**src/shared/sync_rx_params.svh**
```systemverilog
// offsets, field positions, masks, reset values and response codes of the receiver
`ifndef SYNC_RX_PARAMS_SVH
`define SYNC_RX_PARAMS_SVH
`define OFF_IRQ_CONTROL     8'h00
`define OFF_IRQ_FLAGS_ONE   8'h04
`define OFF_IRQ_ENABLES_ONE 8'h08
`define OFF_IRQ_PRIO_ONE    8'h0c
`define OFF_RX_STATUS_CTRL  8'h10
`define OFF_RX_BUFFER       8'h14
`define OFF_TX_STATUS_CTRL  8'h18
`define OFF_BAUD_CONTROL    8'h1c
`define OFF_BAUD_DIV_HIGH   8'h20
`define OFF_BAUD_DIV_LOW    8'h24
`define BIT_GLOBAL_IE       7
`define BIT_PERIPH_IE       6
`define BIT_RX_FLAG         5
`define BIT_SERIAL_EN       7
`define BIT_NINTH_EN        6
`define BIT_SINGLE_EN       5
`define BIT_CONT_EN         4
`define BIT_FRAMING_ERR     2
`define BIT_OVERRUN_ERR     1
`define BIT_NINTH_DATA      0
`define BIT_CLK_MASTER      7
`define BIT_SYNC_MODE       4
`define BIT_RX_IDLE         6
`define BIT_WIDE_DIV        3
`define MASK_RX_STATUS_CTRL 8'hf8
`define MASK_TX_STATUS_CTRL 8'hf5
`define MASK_BAUD_CONTROL   8'h3b
`define MASK_IRQ_FLAGS_ONE  8'hdf
`define RESET_BYTE          8'h00
`define RESET_PRIO_ONE      8'hff
`define RESP_OKAY           2'b00
`define RESP_SLVERR         2'b10
`endif

```
**src/shared/sync_rx_pkg.sv**
```systemverilog
// types shared by the synchronous master receiver
package sync_rx_pkg;
	typedef enum logic [1:0] {
		SH_IDLE = 2'b00,
		SH_HIGH = 2'b01,
		SH_LOW  = 2'b10
	} shift_state_e;
	typedef struct packed {
		logic       ninth;
		logic [7:0] data;
	} rx_word_s;
	typedef struct packed {
		logic [7:0] addr;
		logic [31:0] data;
		logic [3:0] strb;
	} axi_wr_s;
endpackage

```
**src/rtl/sync_master_serial_receive.sv**
```systemverilog
// synchronous master serial receiver with axi4-lite register access
// Function
// - serial enable, sync master mode plus single or continuous enable starts reception
// - data line is sampled at the falling edge of the serial clock
// - single enable alone receives one word, then stops
// - continuous enable keeps receiving words until software clears it
// - with both enables set, continuous reception takes precedence
// - ninth-bit enable gives 9-bit words, ninth bit shown in status
// - word done sets complete flag; interrupt only when enabled
// - lower 8 received bits are readable in the receive buffer
// - clearing continuous enable clears a pending receive error
`timescale 1ns/1ps
`include "sync_rx_params.svh"
`default_nettype none
module sync_master_serial_receive (
	input  wire logic        clk,
	input  wire logic        rst_n,
	input  wire logic [7:0]  s_axi_awaddr,
	input  wire logic        s_axi_awvalid,
	output logic             s_axi_awready,
	input  wire logic [31:0] s_axi_wdata,
	input  wire logic [3:0]  s_axi_wstrb,
	input  wire logic        s_axi_wvalid,
	output logic             s_axi_wready,
	output logic [1:0]       s_axi_bresp,
	output logic             s_axi_bvalid,
	input  wire logic        s_axi_bready,
	input  wire logic [7:0]  s_axi_araddr,
	input  wire logic        s_axi_arvalid,
	output logic             s_axi_arready,
	output logic [31:0]      s_axi_rdata,
	output logic [1:0]       s_axi_rresp,
	output logic             s_axi_rvalid,
	input  wire logic        s_axi_rready,
	output logic             serial_clk_o,
	output logic             serial_clk_oe,
	input  wire logic        serial_data_i,
	output logic             rx_irq
);
	import sync_rx_pkg::*;

	logic [7:0]   irq_control_q;
	logic [7:0]   periph_irq_flags_one_q;
	logic [7:0]   periph_irq_enables_one_q;
	logic [7:0]   periph_irq_priority_one_q;
	logic [7:0]   receive_status_control_q;
	logic [7:0]   transmit_status_control_q;
	logic [7:0]   baud_control_q;
	logic [7:0]   baud_divisor_high_q;
	logic [7:0]   baud_divisor_low_q;
	logic         overrun_error_flag_q;
	logic [2:0]   dt_sync_q;
	logic         dt_level_q;
	logic [15:0]  div_cnt_q;
	shift_state_e state_q;
	logic [3:0]   bit_cnt_q;
	logic [8:0]   shift_q;
	rx_word_s     fifo_mem [2];
	logic         fifo_wptr_q;
	logic         fifo_rptr_q;
	logic [1:0]   fifo_cnt_q;
	logic         bvalid_q;
	logic [1:0]   bresp_q;
	logic         rvalid_q;
	logic [31:0]  rdata_q;
	logic [1:0]   rresp_q;
	logic         ck_q;
	axi_wr_s      wr;
	logic         wr_take;
	logic         rd_take;
	logic         rd_pop;
	logic         tick;
	logic         go;
	logic         last_bit;
	logic         word_done;
	logic         push_valid;
	logic         push_ready;
	logic         pop_valid;
	logic         cont_clear;
	logic [15:0]  divisor;
	rx_word_s     head;
	rx_word_s     new_word;
	// true when an address names one of the ten registers
	function automatic logic addr_mapped(input logic [7:0] a);
		addr_mapped = (a == `OFF_IRQ_CONTROL) || (a == `OFF_IRQ_FLAGS_ONE) ||
			(a == `OFF_IRQ_ENABLES_ONE) || (a == `OFF_IRQ_PRIO_ONE) ||
			(a == `OFF_RX_STATUS_CTRL) || (a == `OFF_RX_BUFFER) ||
			(a == `OFF_TX_STATUS_CTRL) || (a == `OFF_BAUD_CONTROL) ||
			(a == `OFF_BAUD_DIV_HIGH) || (a == `OFF_BAUD_DIV_LOW);
	endfunction
	// byte-lane-0 write merge through a writable-bit mask
	function automatic logic [7:0] merge(input logic [7:0] old, input logic [7:0] nv,
		input logic [7:0] mask);
		merge = (old & ~mask) | (nv & mask);
	endfunction
	// axi handshakes: write taken only with address and data together
	assign wr = '{addr: s_axi_awaddr, data: s_axi_wdata, strb: s_axi_wstrb};
	assign wr_take = s_axi_awvalid && s_axi_wvalid && !bvalid_q;
	assign s_axi_awready = wr_take;
	assign s_axi_wready = wr_take;
	assign s_axi_arready = !rvalid_q;
	assign rd_take = s_axi_arvalid && !rvalid_q;
	assign rd_pop = rd_take && (s_axi_araddr == `OFF_RX_BUFFER) && pop_valid;
	assign s_axi_bvalid = bvalid_q;
	assign s_axi_bresp = bresp_q;
	assign s_axi_rvalid = rvalid_q;
	assign s_axi_rdata = rdata_q;
	assign s_axi_rresp = rresp_q;
	// software clearing the continuous enable this cycle
	assign cont_clear = wr_take && wr.strb[0] && (wr.addr == `OFF_RX_STATUS_CTRL) &&
		receive_status_control_q[`BIT_CONT_EN] && !wr.data[`BIT_CONT_EN];
	// write response channel
	always_ff @(posedge clk or negedge rst_n) begin
		if (!rst_n) begin
			bvalid_q <= 1'b0;
			bresp_q  <= `RESP_OKAY;
		end else if (wr_take) begin
			bvalid_q <= 1'b1;
			bresp_q  <= addr_mapped(wr.addr) ? `RESP_OKAY : `RESP_SLVERR;
		end else if (s_axi_bready) begin
			bvalid_q <= 1'b0;
		end
	end
	// configuration registers written by software
	always_ff @(posedge clk or negedge rst_n) begin
		if (!rst_n) begin
			irq_control_q             <= `RESET_BYTE;
			periph_irq_flags_one_q    <= `RESET_BYTE;
			periph_irq_enables_one_q  <= `RESET_BYTE;
			periph_irq_priority_one_q <= `RESET_PRIO_ONE;
			transmit_status_control_q <= `RESET_BYTE;
			baud_control_q            <= `RESET_BYTE;
			baud_divisor_high_q       <= `RESET_BYTE;
			baud_divisor_low_q        <= `RESET_BYTE;
		end else if (wr_take && wr.strb[0]) begin
			unique case (wr.addr)
				`OFF_IRQ_CONTROL: irq_control_q <= wr.data[7:0];
				`OFF_IRQ_FLAGS_ONE: periph_irq_flags_one_q <=
					merge(periph_irq_flags_one_q, wr.data[7:0], `MASK_IRQ_FLAGS_ONE);
				`OFF_IRQ_ENABLES_ONE: periph_irq_enables_one_q <= wr.data[7:0];
				`OFF_IRQ_PRIO_ONE: periph_irq_priority_one_q <= wr.data[7:0];
				`OFF_TX_STATUS_CTRL: transmit_status_control_q <=
					merge(transmit_status_control_q, wr.data[7:0], `MASK_TX_STATUS_CTRL);
				`OFF_BAUD_CONTROL: baud_control_q <=
					merge(baud_control_q, wr.data[7:0], `MASK_BAUD_CONTROL);
				`OFF_BAUD_DIV_HIGH: baud_divisor_high_q <= wr.data[7:0];
				`OFF_BAUD_DIV_LOW: baud_divisor_low_q <= wr.data[7:0];
				default: ;
			endcase
		end
	end
	// receive status/control: software writes, hardware ends single mode
	always_ff @(posedge clk or negedge rst_n) begin
		if (!rst_n) begin
			receive_status_control_q <= `RESET_BYTE;
		end else if (wr_take && wr.strb[0] && (wr.addr == `OFF_RX_STATUS_CTRL)) begin
			receive_status_control_q <= merge(receive_status_control_q, wr.data[7:0],
				`MASK_RX_STATUS_CTRL);
		end else if (word_done && !receive_status_control_q[`BIT_CONT_EN]) begin
			receive_status_control_q[`BIT_SINGLE_EN] <= 1'b0;
		end
	end
	// overrun error: set on a word with no room, set wins over clear
	always_ff @(posedge clk or negedge rst_n) begin
		if (!rst_n) begin
			overrun_error_flag_q <= 1'b0;
		end else if (word_done && !push_ready) begin
			overrun_error_flag_q <= 1'b1;
		end else if (cont_clear) begin
			overrun_error_flag_q <= 1'b0;
		end
	end
	// read data path; reading the buffer pops the head word
	always_ff @(posedge clk or negedge rst_n) begin
		if (!rst_n) begin
			rvalid_q <= 1'b0;
			rdata_q  <= 32'h0000_0000;
			rresp_q  <= `RESP_OKAY;
		end else if (rd_take) begin
			rvalid_q <= 1'b1;
			rresp_q  <= addr_mapped(s_axi_araddr) ? `RESP_OKAY : `RESP_SLVERR;
			unique case (s_axi_araddr)
				`OFF_IRQ_CONTROL: rdata_q <= {24'h000000, irq_control_q};
				`OFF_IRQ_FLAGS_ONE: rdata_q <= {24'h000000, periph_irq_flags_one_q[7:6],
					pop_valid, periph_irq_flags_one_q[4:0]};
				`OFF_IRQ_ENABLES_ONE: rdata_q <= {24'h000000, periph_irq_enables_one_q};
				`OFF_IRQ_PRIO_ONE: rdata_q <= {24'h000000, periph_irq_priority_one_q};
				// ninth bit shown with the error flags
				`OFF_RX_STATUS_CTRL: rdata_q <= {24'h000000,
					receive_status_control_q[7:3], 1'b0, overrun_error_flag_q,
					pop_valid & head.ninth};
				// lower eight bits of the head word
				`OFF_RX_BUFFER: rdata_q <= {24'h000000, pop_valid ? head.data : 8'h00};
				`OFF_TX_STATUS_CTRL: rdata_q <= {24'h000000, transmit_status_control_q};
				`OFF_BAUD_CONTROL: rdata_q <= {24'h000000, baud_control_q[7],
					state_q == SH_IDLE, baud_control_q[5:0]};
				`OFF_BAUD_DIV_HIGH: rdata_q <= {24'h000000, baud_divisor_high_q};
				`OFF_BAUD_DIV_LOW: rdata_q <= {24'h000000, baud_divisor_low_q};
				default: rdata_q <= 32'h0000_0000;
			endcase
		end else if (s_axi_rready) begin
			rvalid_q <= 1'b0;
		end
	end
	// complete flag gated by receive, peripheral and global enables
	assign rx_irq = pop_valid && periph_irq_enables_one_q[`BIT_RX_FLAG] &&
		irq_control_q[`BIT_PERIPH_IE] && irq_control_q[`BIT_GLOBAL_IE];
	// data pin: three stages, level accepted when the last two agree
	always_ff @(posedge clk or negedge rst_n) begin
		if (!rst_n) begin
			dt_sync_q  <= 3'b000;
			dt_level_q <= 1'b0;
		end else begin
			dt_sync_q <= {dt_sync_q[1:0], serial_data_i};
			if (dt_sync_q[1] == dt_sync_q[2]) begin
				dt_level_q <= dt_sync_q[2];
			end
		end
	end

	// reception runs in synchronous master mode with an enable set
	assign go = receive_status_control_q[`BIT_SERIAL_EN] &&
		transmit_status_control_q[`BIT_SYNC_MODE] &&
		transmit_status_control_q[`BIT_CLK_MASTER] && !overrun_error_flag_q &&
		(receive_status_control_q[`BIT_SINGLE_EN] ||
		receive_status_control_q[`BIT_CONT_EN]);
	assign divisor = baud_control_q[`BIT_WIDE_DIV] ?
		{baud_divisor_high_q, baud_divisor_low_q} : {8'h00, baud_divisor_low_q};
	assign tick = (div_cnt_q == divisor);

	// baud divider: one tick every divisor+1 cycles while receiving
	always_ff @(posedge clk or negedge rst_n) begin
		if (!rst_n) begin
			div_cnt_q <= 16'h0000;
		end else if (!go || tick) begin
			div_cnt_q <= 16'h0000;
		end else begin
			div_cnt_q <= div_cnt_q + 16'h0001;
		end
	end

	assign last_bit = (bit_cnt_q == (receive_status_control_q[`BIT_NINTH_EN] ?
		4'h8 : 4'h7));
	assign word_done = go && tick && (state_q == SH_HIGH) && last_bit;
	assign new_word = receive_status_control_q[`BIT_NINTH_EN] ?
		'{ninth: dt_level_q, data: shift_q[8:1]} :
		'{ninth: 1'b0, data: {dt_level_q, shift_q[8:2]}};

	// shifter: a word starts only while the buffer has room
	always_ff @(posedge clk or negedge rst_n) begin
		if (!rst_n) begin
			state_q   <= SH_IDLE;
			bit_cnt_q <= 4'h0;
			shift_q   <= 9'h000;
			ck_q      <= 1'b0;
		end else if (!go) begin
			state_q   <= SH_IDLE;
			bit_cnt_q <= 4'h0;
			ck_q      <= 1'b0;
		end else if (tick) begin
			unique case (state_q)
				SH_IDLE: begin
					// next word follows while enabled and room remains
					if (push_ready) begin
						state_q <= SH_HIGH;
						ck_q    <= 1'b1;
					end
				end
				SH_HIGH: begin
					// sample on the falling clock edge, lsb first
					ck_q      <= 1'b0;
					shift_q   <= {dt_level_q, shift_q[8:1]};
					bit_cnt_q <= last_bit ? 4'h0 : bit_cnt_q + 4'h1;
					state_q   <= last_bit ? SH_IDLE : SH_LOW;
				end
				SH_LOW: begin
					state_q <= SH_HIGH;
					ck_q    <= 1'b1;
				end
				default: state_q <= SH_IDLE;
			endcase
		end
	end

	// master drives the clock pin, toggling only while enabled
	assign serial_clk_o = ck_q;
	assign serial_clk_oe = receive_status_control_q[`BIT_SERIAL_EN] &&
		transmit_status_control_q[`BIT_CLK_MASTER];

	// two-entry receive buffer between shifter and software
	assign push_valid = word_done;
	assign push_ready = (fifo_cnt_q != 2'd2);
	assign pop_valid = (fifo_cnt_q != 2'd0);
	assign head = fifo_mem[fifo_rptr_q];

	always_ff @(posedge clk) begin
		if (push_valid && push_ready) begin
			fifo_mem[fifo_wptr_q] <= new_word;
		end
	end

	// count falls to zero when the last waiting word is read
	always_ff @(posedge clk or negedge rst_n) begin
		if (!rst_n) begin
			fifo_wptr_q <= 1'b0;
			fifo_rptr_q <= 1'b0;
			fifo_cnt_q  <= 2'd0;
		end else begin
			if (push_valid && push_ready) begin
				fifo_wptr_q <= !fifo_wptr_q;
			end
			if (rd_pop) begin
				fifo_rptr_q <= !fifo_rptr_q;
			end
			// a completed word raises the flag; push with pop leaves the count unchanged
			unique case ({push_valid && push_ready, rd_pop})
				2'b10: fifo_cnt_q <= fifo_cnt_q + 2'd1;
				2'b01: fifo_cnt_q <= fifo_cnt_q - 2'd1;
				default: fifo_cnt_q <= fifo_cnt_q;
			endcase
		end
	end
endmodule
`default_nettype wire

```
**config.mk**
```make
export PLATFORM = sky130hd
export DESIGN_NAME = sync_master_serial_receive
export DESIGN_NICKNAME = d
export VERILOG_FILES = /design/src/shared/sync_rx_pkg.sv /design/src/rtl/sync_master_serial_receive.sv
export VERILOG_INCLUDE_DIRS = /design/src /design/src/shared
export SDC_FILE = /design/constraint.sdc
export NUM_CORES = 1
export LEC_CHECK = 0
export BUFFER_PORTS_ARGS = -buffer_cell sky130_fd_sc_hd__buf_2
export CORE_ASPECT_RATIO = 1.75
export CORE_MARGIN = 1
export CORE_UTILIZATION = 40
export CTS_BUF_LIST = sky130_fd_sc_hd__clkbuf_8 sky130_fd_sc_hd__clkbuf_16
export DETAILED_ROUTE_END_ITERATION = 10
export PLACE_DENSITY = 0.56
export SETUP_SLACK_MARGIN = 0.3
export SLEW_MARGIN = 20
export SYNTH_ARGS = -nofsm -noshare
export SYNTH_HDL_FRONTEND = slang
export SYNTH_SLANG_ARGS = --single-unit
```
**constraint.sdc**
```tcl
create_clock -name clk -period 7.1 [get_ports clk]
set_input_delay 0.71 -clock clk [delete_from_list [all_inputs] [get_ports clk]]
set_output_delay 0.71 -clock clk [all_outputs]
set_load 0.02 [all_outputs]
```
# Word-level counts from Yosys, hierarchy flattened
# Memory sizes are Yosys's and may differ from the RTL's.
# Index checks and enable logic that the tools add are counted.
# totals
reg_bits,151
ram_bits,18
input_bits,60
output_inout_bits,44
wordCells,171
memories,1
# classes
n_addsub,4
n_eq_ne,30
mux,32
n_bitwise,5
reduce_logical,73
# memory_table
name,depth,word_bits,rd,rd_ports_with_merged_regs,write_ports,line_no,rtl
fifo_mem,2,9,1,0,1,sync_master_serial_receive.sv:58,rx_word_s fifo_mem [2];
# ops
op,n
$pmux W8 S10,1
$eq A8 B5 Y1 const B,8
$eq A8 B4 Y1 const B,4
$eq A8 B6 Y1 const B,4
$mux W16,2
$logic_and A1 B1 Y1,23
$logic_or A1 B1 Y1,20
$mux W4,5
$reduce_and A2 Y1,10
$add A16 B1 Y16 const B,1
$eq A16 B16 Y1,1
$eq A8 B3 Y1 const B,2
$logic_not A8 Y1,2
$mux W1,13
$mux W2,6
$reduce_bool A2 Y1,6
$logic_not A1 Y1,9
$mux W9,1
$mux W8,1
$or A3 B8 Y8,1
$or A4 B8 Y8,1
$or A6 B8 Y8,1
$or A8 B6 Y8,1
$pmux W2 S3,1
other kinds (16),20

# Depth between registers and ports, before layout
# Gate-level depths: netlist of the first run.
# logic_depth
depth_word,11
depth_mapped,10
ltp_nobuf,9

# Least setup slack after synthesis of the first run
# No wires, ideal clock.
# synth_path
path_kind,register to register
start,reg div_cnt_q[6]
end,mem fifo_mem[0][0] (netlist name) (enable)
setup_ps,399
t_arrival_ps,2470
t_required_ps,6701
setup_slack_ps,4231
path_stages_with_launch,7
path_buffers,1
synth_period_minus_slack_ps,2869
path_cell_list,dfrtp_1 -> buf_6 -> xor2_1 -> nor4_4 -> o211a_1 -> nand4_2 -> nor4_1
# synth_via
elab_chain_len,7
# synth_lines
item,line_no,rtl
"start, declared",sync_master_serial_receive.sv:54,logic [15:0] div_cnt_q;
"start signal, assigned",sync_master_serial_receive.sv:238,div_cnt_q <= div_cnt_q + 16'h0001;
$eq A16 B16 Y1,sync_master_serial_receive.sv:229,assign tick = (div_cnt_q == divisor);
$logic_and A1 B1 Y1 (3 in series),sync_master_serial_receive.sv:244,assign word_done = go && tick && (state_q == SH_HIGH) && last_bit;
$logic_and A1 B1 Y1,sync_master_serial_receive.sv:297,if (push_valid && push_ready) begin
$mux W1,sync_master_serial_receive.sv:297,
$mux W1 (not written as such),sync_master_serial_receive.sv:298,fifo_mem[fifo_wptr_q] <= new_word;
"end, declared",sync_master_serial_receive.sv:58,
# Every way passes these cells.

# Worst setup path in the final report of the first run
# layout_path
start,in s_axi_araddr[2]
end,reg fifo_cnt_q[1]
# layout_via
elab_chain_len,5
word_cells_on_any_way,7
classes_between,3 x eq/ne; 1 x mux; 3 x reduce/logical
# layout_lines
item,line_no,rtl
"start, declared",sync_master_serial_receive.sv:28,"input wire logic [7:0] s_axi_araddr,"
$eq A8 B5 Y1 *,n/a,
$logic_and A1 B1 Y1 * (2 in series),sync_master_serial_receive.sv:103,assign rd_pop = rd_take && (s_axi_araddr == `OFF_RX_BUFFER) && pop_valid;
named net rd_pop,sync_master_serial_receive.sv:71,logic rd_pop;
$eq A2 B1 Y1 / $eq A2 B2 Y1 (equally long branches),sync_master_serial_receive.sv:316,"unique case ({push_valid && push_ready, rd_pop})"
$pmux W2 S2 / $reduce_bool A2 Y1 (equally long branches),n/a,
"end signal, assigned",sync_master_serial_receive.sv:317,2'b10: fifo_cnt_q <= fifo_cnt_q + 2'd1;
"end signal, assigned",sync_master_serial_receive.sv:318,2'b01: fifo_cnt_q <= fifo_cnt_q - 2'd1;
"end signal, assigned",sync_master_serial_receive.sv:319,default: fifo_cnt_q <= fifo_cnt_q;
"end, declared",sync_master_serial_receive.sv:61,logic [1:0] fifo_cnt_q;
# Mark *: on every way through the listed nets, which the timed path passes. The rest lies on a longest branch.
# A chain may end at the register's enable or synchronous reset.

==> results.tsv, run 1 <==
stage	metric	value	unit
clock_network	Post-CTS Resized	0	
synthesis	sequential fraction of the synthesis area	49.8	%
clock_network	worst-skew pair later-pin latency	420	ps
routing	met2 WL	9150	um
routing	Max Used Layer	met4	
clock_network	TritonCTS buffer count	17	
placed_design	GP Congestion	0.901	
power	leakage	3.45	nW
synthesis	ranking of synthesized cells by area	dfrtp_1 (39%), mux2_2 (14%), edfxtp_1 (7.8%)	
min_path	Hold Path Class	input port to asynchronous set/reset pin	
power	Tot Pwr	0.00178	W
timing	setup_tns	0	ps
routing	drt total wl	17000	um
power	Max IR drop VDD	0.144	mV
timing	period utilization	40.1	%
floorplanning	Die ar.	17800	um^2
synthesis	Yosys top cell by area	dfrtp_1	
timing	worst hold slack	333	ps
clock_network	CTS tree	built	
timing	achievable frequency	0.351	GHz
timing	final setup fails	0	
synthesis	mean cell area of the mapped netlist	11.7	um^2
routing	Pre-Repair DR Iteration Count	6	
floorplanning	Initial Util	40.8	%
finish	area grow syn2layout	13.1	%
timing	RSZ-0062 raised after global routing	no	
clock_network	cts hold-fix bufs	0	
finish	fraction of layout cells with a size suffix above 1	29.7	%
finish	footprint of the multi-input gates	3190	um^2
synthesis	count leader, synth	dfrtp_1	
global_routing	initial antenna violation count	0	
clock_network	Reg clk slew, reported paths	60	ps
clock_network	number of post-CTS setup repair buffers	0	
worst_setup_path	crit start category	input port	
clock_network	CTS max path bufs	2	
routing	DRT antenna net count	0	
placed_design	IO buf count	50	
synthesis	Post-Syn Instances	589	
global_routing	first-pass GRT wire length	27000	um
status	outcome	finished, final reports clean	
finish	Fillers	1564	
routing	Vias/cell	5.51	
worst_setup_path	CP endpoint kind	flip-flop	
synthesis	Ys Warns	0	
synthesis	Synth Cell Area	6890	um^2
floorplanning	chip height	176	um
floorplanning	Die X	101	um
clock_network	clock sinks	133	
timing	Setup Skew	13.3	ps
routing	Routed met3 length	404	um
worst_setup_path	Req. time, crit path	7440	ps
synthesis	Synth Register Bits	133	
floorplanning	num ports	104	
timing	Slew @ Worst Pin	899	ps
finish	register area	3430	um^2
synthesis	share of the synthesized area in the top cell type	38.9	%
global_routing	grt ovf	0	
finish	Final #Nets	696	
worst_setup_path	Worst Path Max Fanout	26	
placed_design	post-DP HPWL	12600	um
global_routing	largest net degree at the start of global routing	63	
synthesis	Top FF cell, synth	dfrtp_1	
timing	post-layout min period	2850	ps
global_routing	vias in the first global route	4980	
timing	worst relative slew slack	39.6	%
power	PwrDens	228	nW/um^2
synthesis	EDFF count, synth	18	
placed_design	Placed Cells	841	
routing	# DRC	0	
timing	final slew viol count	0	
global_routing	Total GRT Usage	20.7	%
routing	drt initial violations	296	
routing	mean routed wirelength per cell	19.5	um
worst_setup_path	WP data arrival	3190	ps
routing	Routed met1 length	6580	um
synthesis	asr flop ratio synth	86.5	%
finish	n_diodes	0	
synthesis	Netlist cell types	73	
clock_network	Root Buffer	clkbuf_16	
timing	Final Hold Fails	0	
synthesis	Post-synth top cells	dfrtp_1 (107), mux2_2 (84), nor2_1 (39), buf_4 (30), nand2_1 (29)	
clock_network	H-tree depth	4	
floorplanning	row count	63	
routing	via count	4807	
worst_setup_path	Setup CP Type	input port to flip-flop	
floorplanning	core area	16900	um^2
finish	Post-Layout Cell Count	873	
flow_run	max cap viols	0	
==> power breakdown <==
part	internal, W	total (W)	leakage, nW	switching, W
sequential	0.000780	0.000788	1.67	0.00000846
combinational	0.0000273	0.0000962	1.49	0.0000689
clock	0.000525	0.000892	0.282	0.000366
==> through the flow <==
step	utilization, %	worst slack, ps	cell area (um^2)
after global placement	42.7	3860	7200
after detailed placement	42.7	3810	7200
after CTS	46.2	4240	7790
final	46.2	4250	7790
after floorplan	-	4230	6980
after global routing	46.2	4070	7790
==> routing by layer <==
layer,global-route usage [%],vias up
li1,-,2220
met5,0,-
met2,36.0,104
met3,3.70,37
met4,13.6,0
met1,22.6,2446
==> critical path: stages <==
cell and delay (ps):
buf_2 450, nor4b_2 610, or3b_1 580, nor2_1 230, ha_1 290, nor2_1 150
xor2_1 160
==> path summary, 6_finish.rpt <==
path	start	end	slack (ps)	depth (start not counted)
max	s_axi_araddr[2]	fifo_cnt_q[1]$_DFFE_PN0P_	4250	7
min	rst_n	shift_q[2]$_DFFE_PN0P_	330	1
max reg2reg	baud_control_q[3]$_DFFE_PN0P_	fifo_mem[0][4]$_DFFE_PP_	4380	6
min reg2reg	dt_sync_q[0]$_DFF_PN0_	dt_sync_q[1]$_DFF_PN0_	350	0
max in group asynchronous	rst_n	baud_divisor_high_q[6]$_DFFE_PN0P_	5450	2
min in group clk	dt_sync_q[0]$_DFF_PN0_	dt_sync_q[1]$_DFF_PN0_	350	0
==> flip-flops by register name, indices dropped and copies added, names as in the netlist, 7 cells and up <==
| register | flops |
|---|---|
| baud_divisor_high_q | 8 |
| baud_divisor_low_q | 8 |
| div_cnt_q | 16 |
| fifo_mem | 18 |
| irq_control_q | 8 |
| periph_irq_enables_one_q | 8 |
| periph_irq_flags_one_q | 7 |
| periph_irq_priority_one_q | 8 |
| s_axi_rdata | 8 |
| shift_q | 8 |
==> kinds of logic after synthesis <==
| logic type | count (synthesis) | synth area share (%) |
|---|---|---|
| AO/OA/AOI/OAI | 83 | 8.76 |
| buffers and inverters | 59 | 5.23 |
| adder cells (fa/ha/maj) | 4 | 0.690 |
| AND/OR/NAND/NOR | 175 | 14.7 |
| multiplexers | 103 | 16.9 |
| other | 1 | 0.0545 |
| flip-flops | 133 | 49.8 |
| XOR/XNOR | 31 | 3.94 |
==> layout make-up <==
type / count / share of cell area (%)
Multi-Input combinational cell: 422 / 41.0
Sequential cell: 133 / 44.0
Timing Repair Buffer: 52 / 3.44
Clock buffer: 17 / 5.46
Tap cell: 227 / 3.65
Clock inverter: 15 / 2.14
Inverter: 7 / 0.337
==> cells in the final DEF, fill, tap and decap left out, types with 8 or more instances in the layout <==
cell,instances
o22ai_1,11
dfstp_2,8
nand2_1,29
nand3_1,24
o21ai_0,18
edfxtp_1,18
mux2_2,84
conb_1,26
a22oi_1,8
nor3_1,14
nor2_1,39
xnor2_1,9
clkbuf_16,17
buf_2,49
xor2_1,22
mux2i_1,17
nand4_1,10
dfrtp_1,107
(Power assumes the default switching activity.)
==> inputs of run 2 (changes only) <==
--- a/config.mk
+++ b/config.mk
@@ -6,6 +6,7 @@
 export SDC_FILE = /design/constraint.sdc
 export NUM_CORES = 1
 export LEC_CHECK = 0
+export ABC_AREA = 1
 export BUFFER_PORTS_ARGS = -buffer_cell sky130_fd_sc_hd__buf_2
 export CORE_ASPECT_RATIO = 1.75
 export CORE_MARGIN = 1
==> constraint.sdc (replaced) <==
create_clock -name clk -period 2.7 [get_ports clk]
set_input_delay 0.27 -clock clk [delete_from_list [all_inputs] [get_ports clk]]
set_output_delay 0.27 -clock clk [all_outputs]
set_load 0.02 [all_outputs]
==> run 2 against run 1 <==
Compared with the run above: die area fell by 0.43%; count of clock-buffer cells in the layout unchanged; synthesized area decreased by 0.44%; non-clock buffer count up 15; register-to-register slack got worse by 3900 ps; sequential share of layout area fell by 0.82 points; final area is 2.1% higher; utilization grew 0.98 points; largest cell class unchanged; sequential power grew to 2.6 times the previous value.
==> results.tsv, run 2 <==
stage	metric	value	unit	change
timing	period utilization	81.0	%	
finish	Largest Register	fifo_mem		
synthesis	simple logic cell fraction of the synthesized area	29.5	%	+15 points
timing	final slew viol count	0		unchanged
synthesis	ranking of synthesized cells by area	dfrtp_1 (39%), nand2_1 (16%), edfxtp_1 (7.9%)		
timing	setup_tns	0	ps	unchanged
timing	Slew @ Worst Pin	823	ps	-75.4 ps
timing	Setup Skew	7.33	ps	-5.99 ps
clock_network	Reg clk slew, reported paths	60	ps	about the same
synthesis	Synth Area in XOR/XNOR	1.41	%	-2.5 points
global_routing	largest net degree at the start of global routing	55		-13%
synthesis	share of the synthesized area in the top cell type	39.1	%	+0.17 points
floorplanning	Die ar.	17700	um^2	-0.43%
power	sw frac	23.7	%	-1.3 points
finish	Final #Nets	994		+43%
timing	worst relative slew slack	44.9	%	+5.3 points
routing	mean routed wirelength per cell	14.7	um	-25%
power	PwrDens	586	nW/um^2	+160%
timing	final setup fails	0		unchanged
placed_design	post-DP HPWL	12800	um	+1.7%
synthesis	mean cell area of the mapped netlist	7.94	um^2	-32%
routing	drt initial violations	311		+5.1%
finish	Fillers	1737		+11%
synthesis	Post-Syn Instances	864		+47%
power	Reg power frac	44.5	%	about the same
timing	worst hold slack	18.8	ps	-315 ps
global_routing	M1 GR Usage	23.6	%	+1.0 points
global_routing	met2 usage	38.0	%	+2.0 points
power	combinational power share	5.6	%	+0.2 points
synthesis	Compound-Gate Fraction of Synth Area	9.43	%	+0.68 points
floorplanning	Die X	101	um	-0.21%
worst_setup_path	crit start category	flip-flop		
synthesis	Synth Register Bits	133		unchanged
clock_network	worst-skew pair later-pin latency	420	ps	about the same
finish	n_diodes	0		unchanged
synthesis	Top FF cell, synth	dfrtp_1		
synthesis	largest family of logic cells by synthesized area	simple AND/OR/NAND/NOR gates		
finish	footprint of the multi-input gates	2910	um^2	-8.8%
finish	max reg flops	18		unchanged
finish	commonest cells after routing, fill and taps aside	nand2_1 (291), dfrtp_1 (103), o21ai_0 (88)		
synthesis	sequential fraction of the synthesis area	50.0	%	+0.22 points
floorplanning	Initial Util	40.6	%	-0.18 points
synthesis	Synth Area in Adders	0.693	%	+0.0030 points
routing	DRT antenna net count	0		unchanged
synthesis	Synth Cell Area	6860	um^2	-0.44%
synthesis	asr flop ratio synth	86.5	%	unchanged
power	clock share of power	49.8	%	-0.4 points
routing	# DRC	0		unchanged
synthesis	Yosys top cell by area	dfrtp_1		
worst_setup_path	WP data arrival	2490	ps	-700 ps
routing	Pre-Repair DR Iteration Count	5		-1
floorplanning	core area	16900	um^2	unchanged
clock_network	H-tree depth	4		unchanged
power	switching power	0.00110	W	+150%
finish	fraction of layout cells with a size suffix above 1	14.6	%	-15 points
clock_network	clock sinks	133		unchanged
global_routing	first-pass GRT wire length	27700	um	+2.4%
synthesis	Netlist cell types	41		-44%
finish	biggest registers after layout	fifo_mem x18, div_cnt_q x16		
worst_setup_path	CP max-delay cell	dfrtp_4		
worst_setup_path	most used cell, CP	nand2_1		
global_routing	vias in the first global route	5443		+9.3%
placed_design	IO buf count	50		unchanged
synthesis	Ys Warns	0		unchanged
routing	via count	5677		+18%
clock_network	Root Buffer	clkbuf_16		
synthesis	multiplexer area fraction after synthesis	0	%	-17 points
worst_setup_path	Worst Path Max Fanout	11		-58%
routing	drt total wl	17200	um	+0.95%
finish	area grow syn2layout	16.0	%	
synthesis	Post-synth top cells	nand2_1 (291), dfrtp_1 (107), o21ai_0 (88), inv_1 (81), nand3_1 (63)		
floorplanning	num ports	104		unchanged
synthesis	count leader, synth	nand2_1		
power	leakage	3.80	nW	+10%
clock_network	CTS tree	built		
flow_run	max cap viols	0		unchanged
timing	achievable frequency	0.457	GHz	
worst_setup_path	Setup CP Type	flip-flop to flip-flop		
floorplanning	chip height	175	um	-0.21%
floorplanning	row count	63		unchanged
global_routing	grt ovf	0		unchanged
worst_setup_path	critical path cell sequence	buf_12, nand2_2, nand2_1, nand2_1, nand3_1, nor2_1, nand2_1, nor2_2, nand4_1, ha_1, a21oi_1, o21ai_0, xor2_1		
power	Int Power	0.00356	W	+170%
power	Max IR drop VDD	0.470	mV	+230%
finish	commonest non-fill, non-tap cell in the layout	nand2_1		
worst_setup_path	Req. time, crit path	3000	ps	-4440 ps
timing	post-layout min period	2190	ps	
global_routing	busiest grt layer	met2		
min_path	Hold Path Class	input port to flip-flop		
worst_setup_path	crit-path max cell delay	490	ps	-120 ps
global_routing	met3 usage	4.04	%	+0.34 points
global_routing	initial antenna violation count	0		unchanged
clock_network	CTS max path bufs	2		unchanged
timing	Final Hold Fails	0		unchanged
finish	register area	3440	um^2	+0.22%
synthesis	EDFF count, synth	18		unchanged
global_routing	Total GRT Usage	21.1	%	+0.40 points
status	outcome	finished, final reports clean		
placed_design	GP Congestion	0.859		-4.7%
routing	Vias/cell	4.85		-12%
worst_setup_path	CP endpoint kind	flip-flop		
clock_network	TritonCTS buffer count	17		unchanged
timing	RSZ-0062 raised after global routing	no		
-- run 2: changes by cell type in the layout (fill, tap and decap cells not counted), moves of 13 or more --
cell	before	now
nand3_1	24	63
nor2_1	39	57
inv_1	7	82
nand2_1	29	291
mux2i_1	17	0
a21oi_1	6	19
xor2_1	22	6
mux2_2	84	0
o21ai_0	18	88
-- run 2: what timing repair did --
action / in CTS / in global routing
cloned: 0 / 0
gates resized for setup: 1 / 5
setup buffers: 0 / 4
endpoints found under the hold margin: 38 / 0
pin swaps: 0 / 2
endpoints found under the setup margin: 1 / 10
hold buffers: 2 / 0
-- run 2: logic make-up (layout without fill, tap and decap cells) --
logic type,after synthesis,count (layout)
other,1,26
XOR/XNOR,11,11
flip-flops,133,133
AND/OR/NAND/NOR,464,464
AO/OA/AOI/OAI,121,121
buffers and inverters,130,185
adder cells (fa/ha/maj),4,4
-- run 2: per-stage QoR --
step	instance area, um^2	instances	setup slack, ps	total power, W	util (%)
finish	7960	1171	512	0.00466	47.2
global route	7960	1171	297	0.00481	47.2
CTS	7900	1167	440	0.00470	46.9
detailed placement	7290	1133	238	0.00238	43.2
global placement	7290	1133	260	0.00237	43.2
floorplan	6950	889	684	0.00228	-
-- run 2: path summary, 6_finish.rpt --
check | startpoint | end | slack, ps | depth (start not counted)
max | baud_control_q[3]$_DFFE_PN0P_ | fifo_cnt_q[1]$_DFFE_PN0P_ | 510 | 13
min | s_axi_bready | s_axi_bvalid$_DFFE_PN0P_ | 20 | 2
max reg2reg | baud_control_q[3]$_DFFE_PN0P_ | fifo_cnt_q[1]$_DFFE_PN0P_ | 510 | 13
min reg2reg | dt_sync_q[0]$_DFF_PN0_ | dt_sync_q[1]$_DFF_PN0_ | 360 | 0
max in group asynchronous | rst_n | periph_irq_priority_one_q[2]$_DFFE_PN1P_ | 1520 | 3
min in group asynchronous | rst_n | shift_q[5]$_DFFE_PN0P_ | 370 | 2
-- run 2: critical path, delay by kind of cell, from the launching register on --
family	cells	cell delay (ps)
AND/OR/NAND/NOR	8	710
flip-flops	1	490
adder cells (fa/ha/maj)	1	360
AO/OA/AOI/OAI	2	220
buffers and inverters	1	150
XOR/XNOR	1	150
-- run 2: layout make-up --
class,count,area share [%]
clock buffer,17,5.35
sequential,133,43.2
timing repair buffer,67,5.16
multi-input combinational,626,36.6
clock inverter,15,2.08
inverter,86,4.06
tap,227,3.57
-- run 2: layer usage --
metal	wire length, um	vias to the layer above
met2	9130	137
met3	676	31
met1	6820	2653
met4	563	0
met5	0	-
li1	-	2856
-- run 2: power by group through the flow --
stage	Clock (W)	Sequential (W)	Combinational [W]
after floorplan	0	0.00212	0.000161
after global placement	0	0.00211	0.000260
after detailed placement	0	0.00211	0.000263
after CTS	0.00236	0.00208	0.000266
after global routing	0.00244	0.00208	0.000294
final	0.00232	0.00208	0.000262
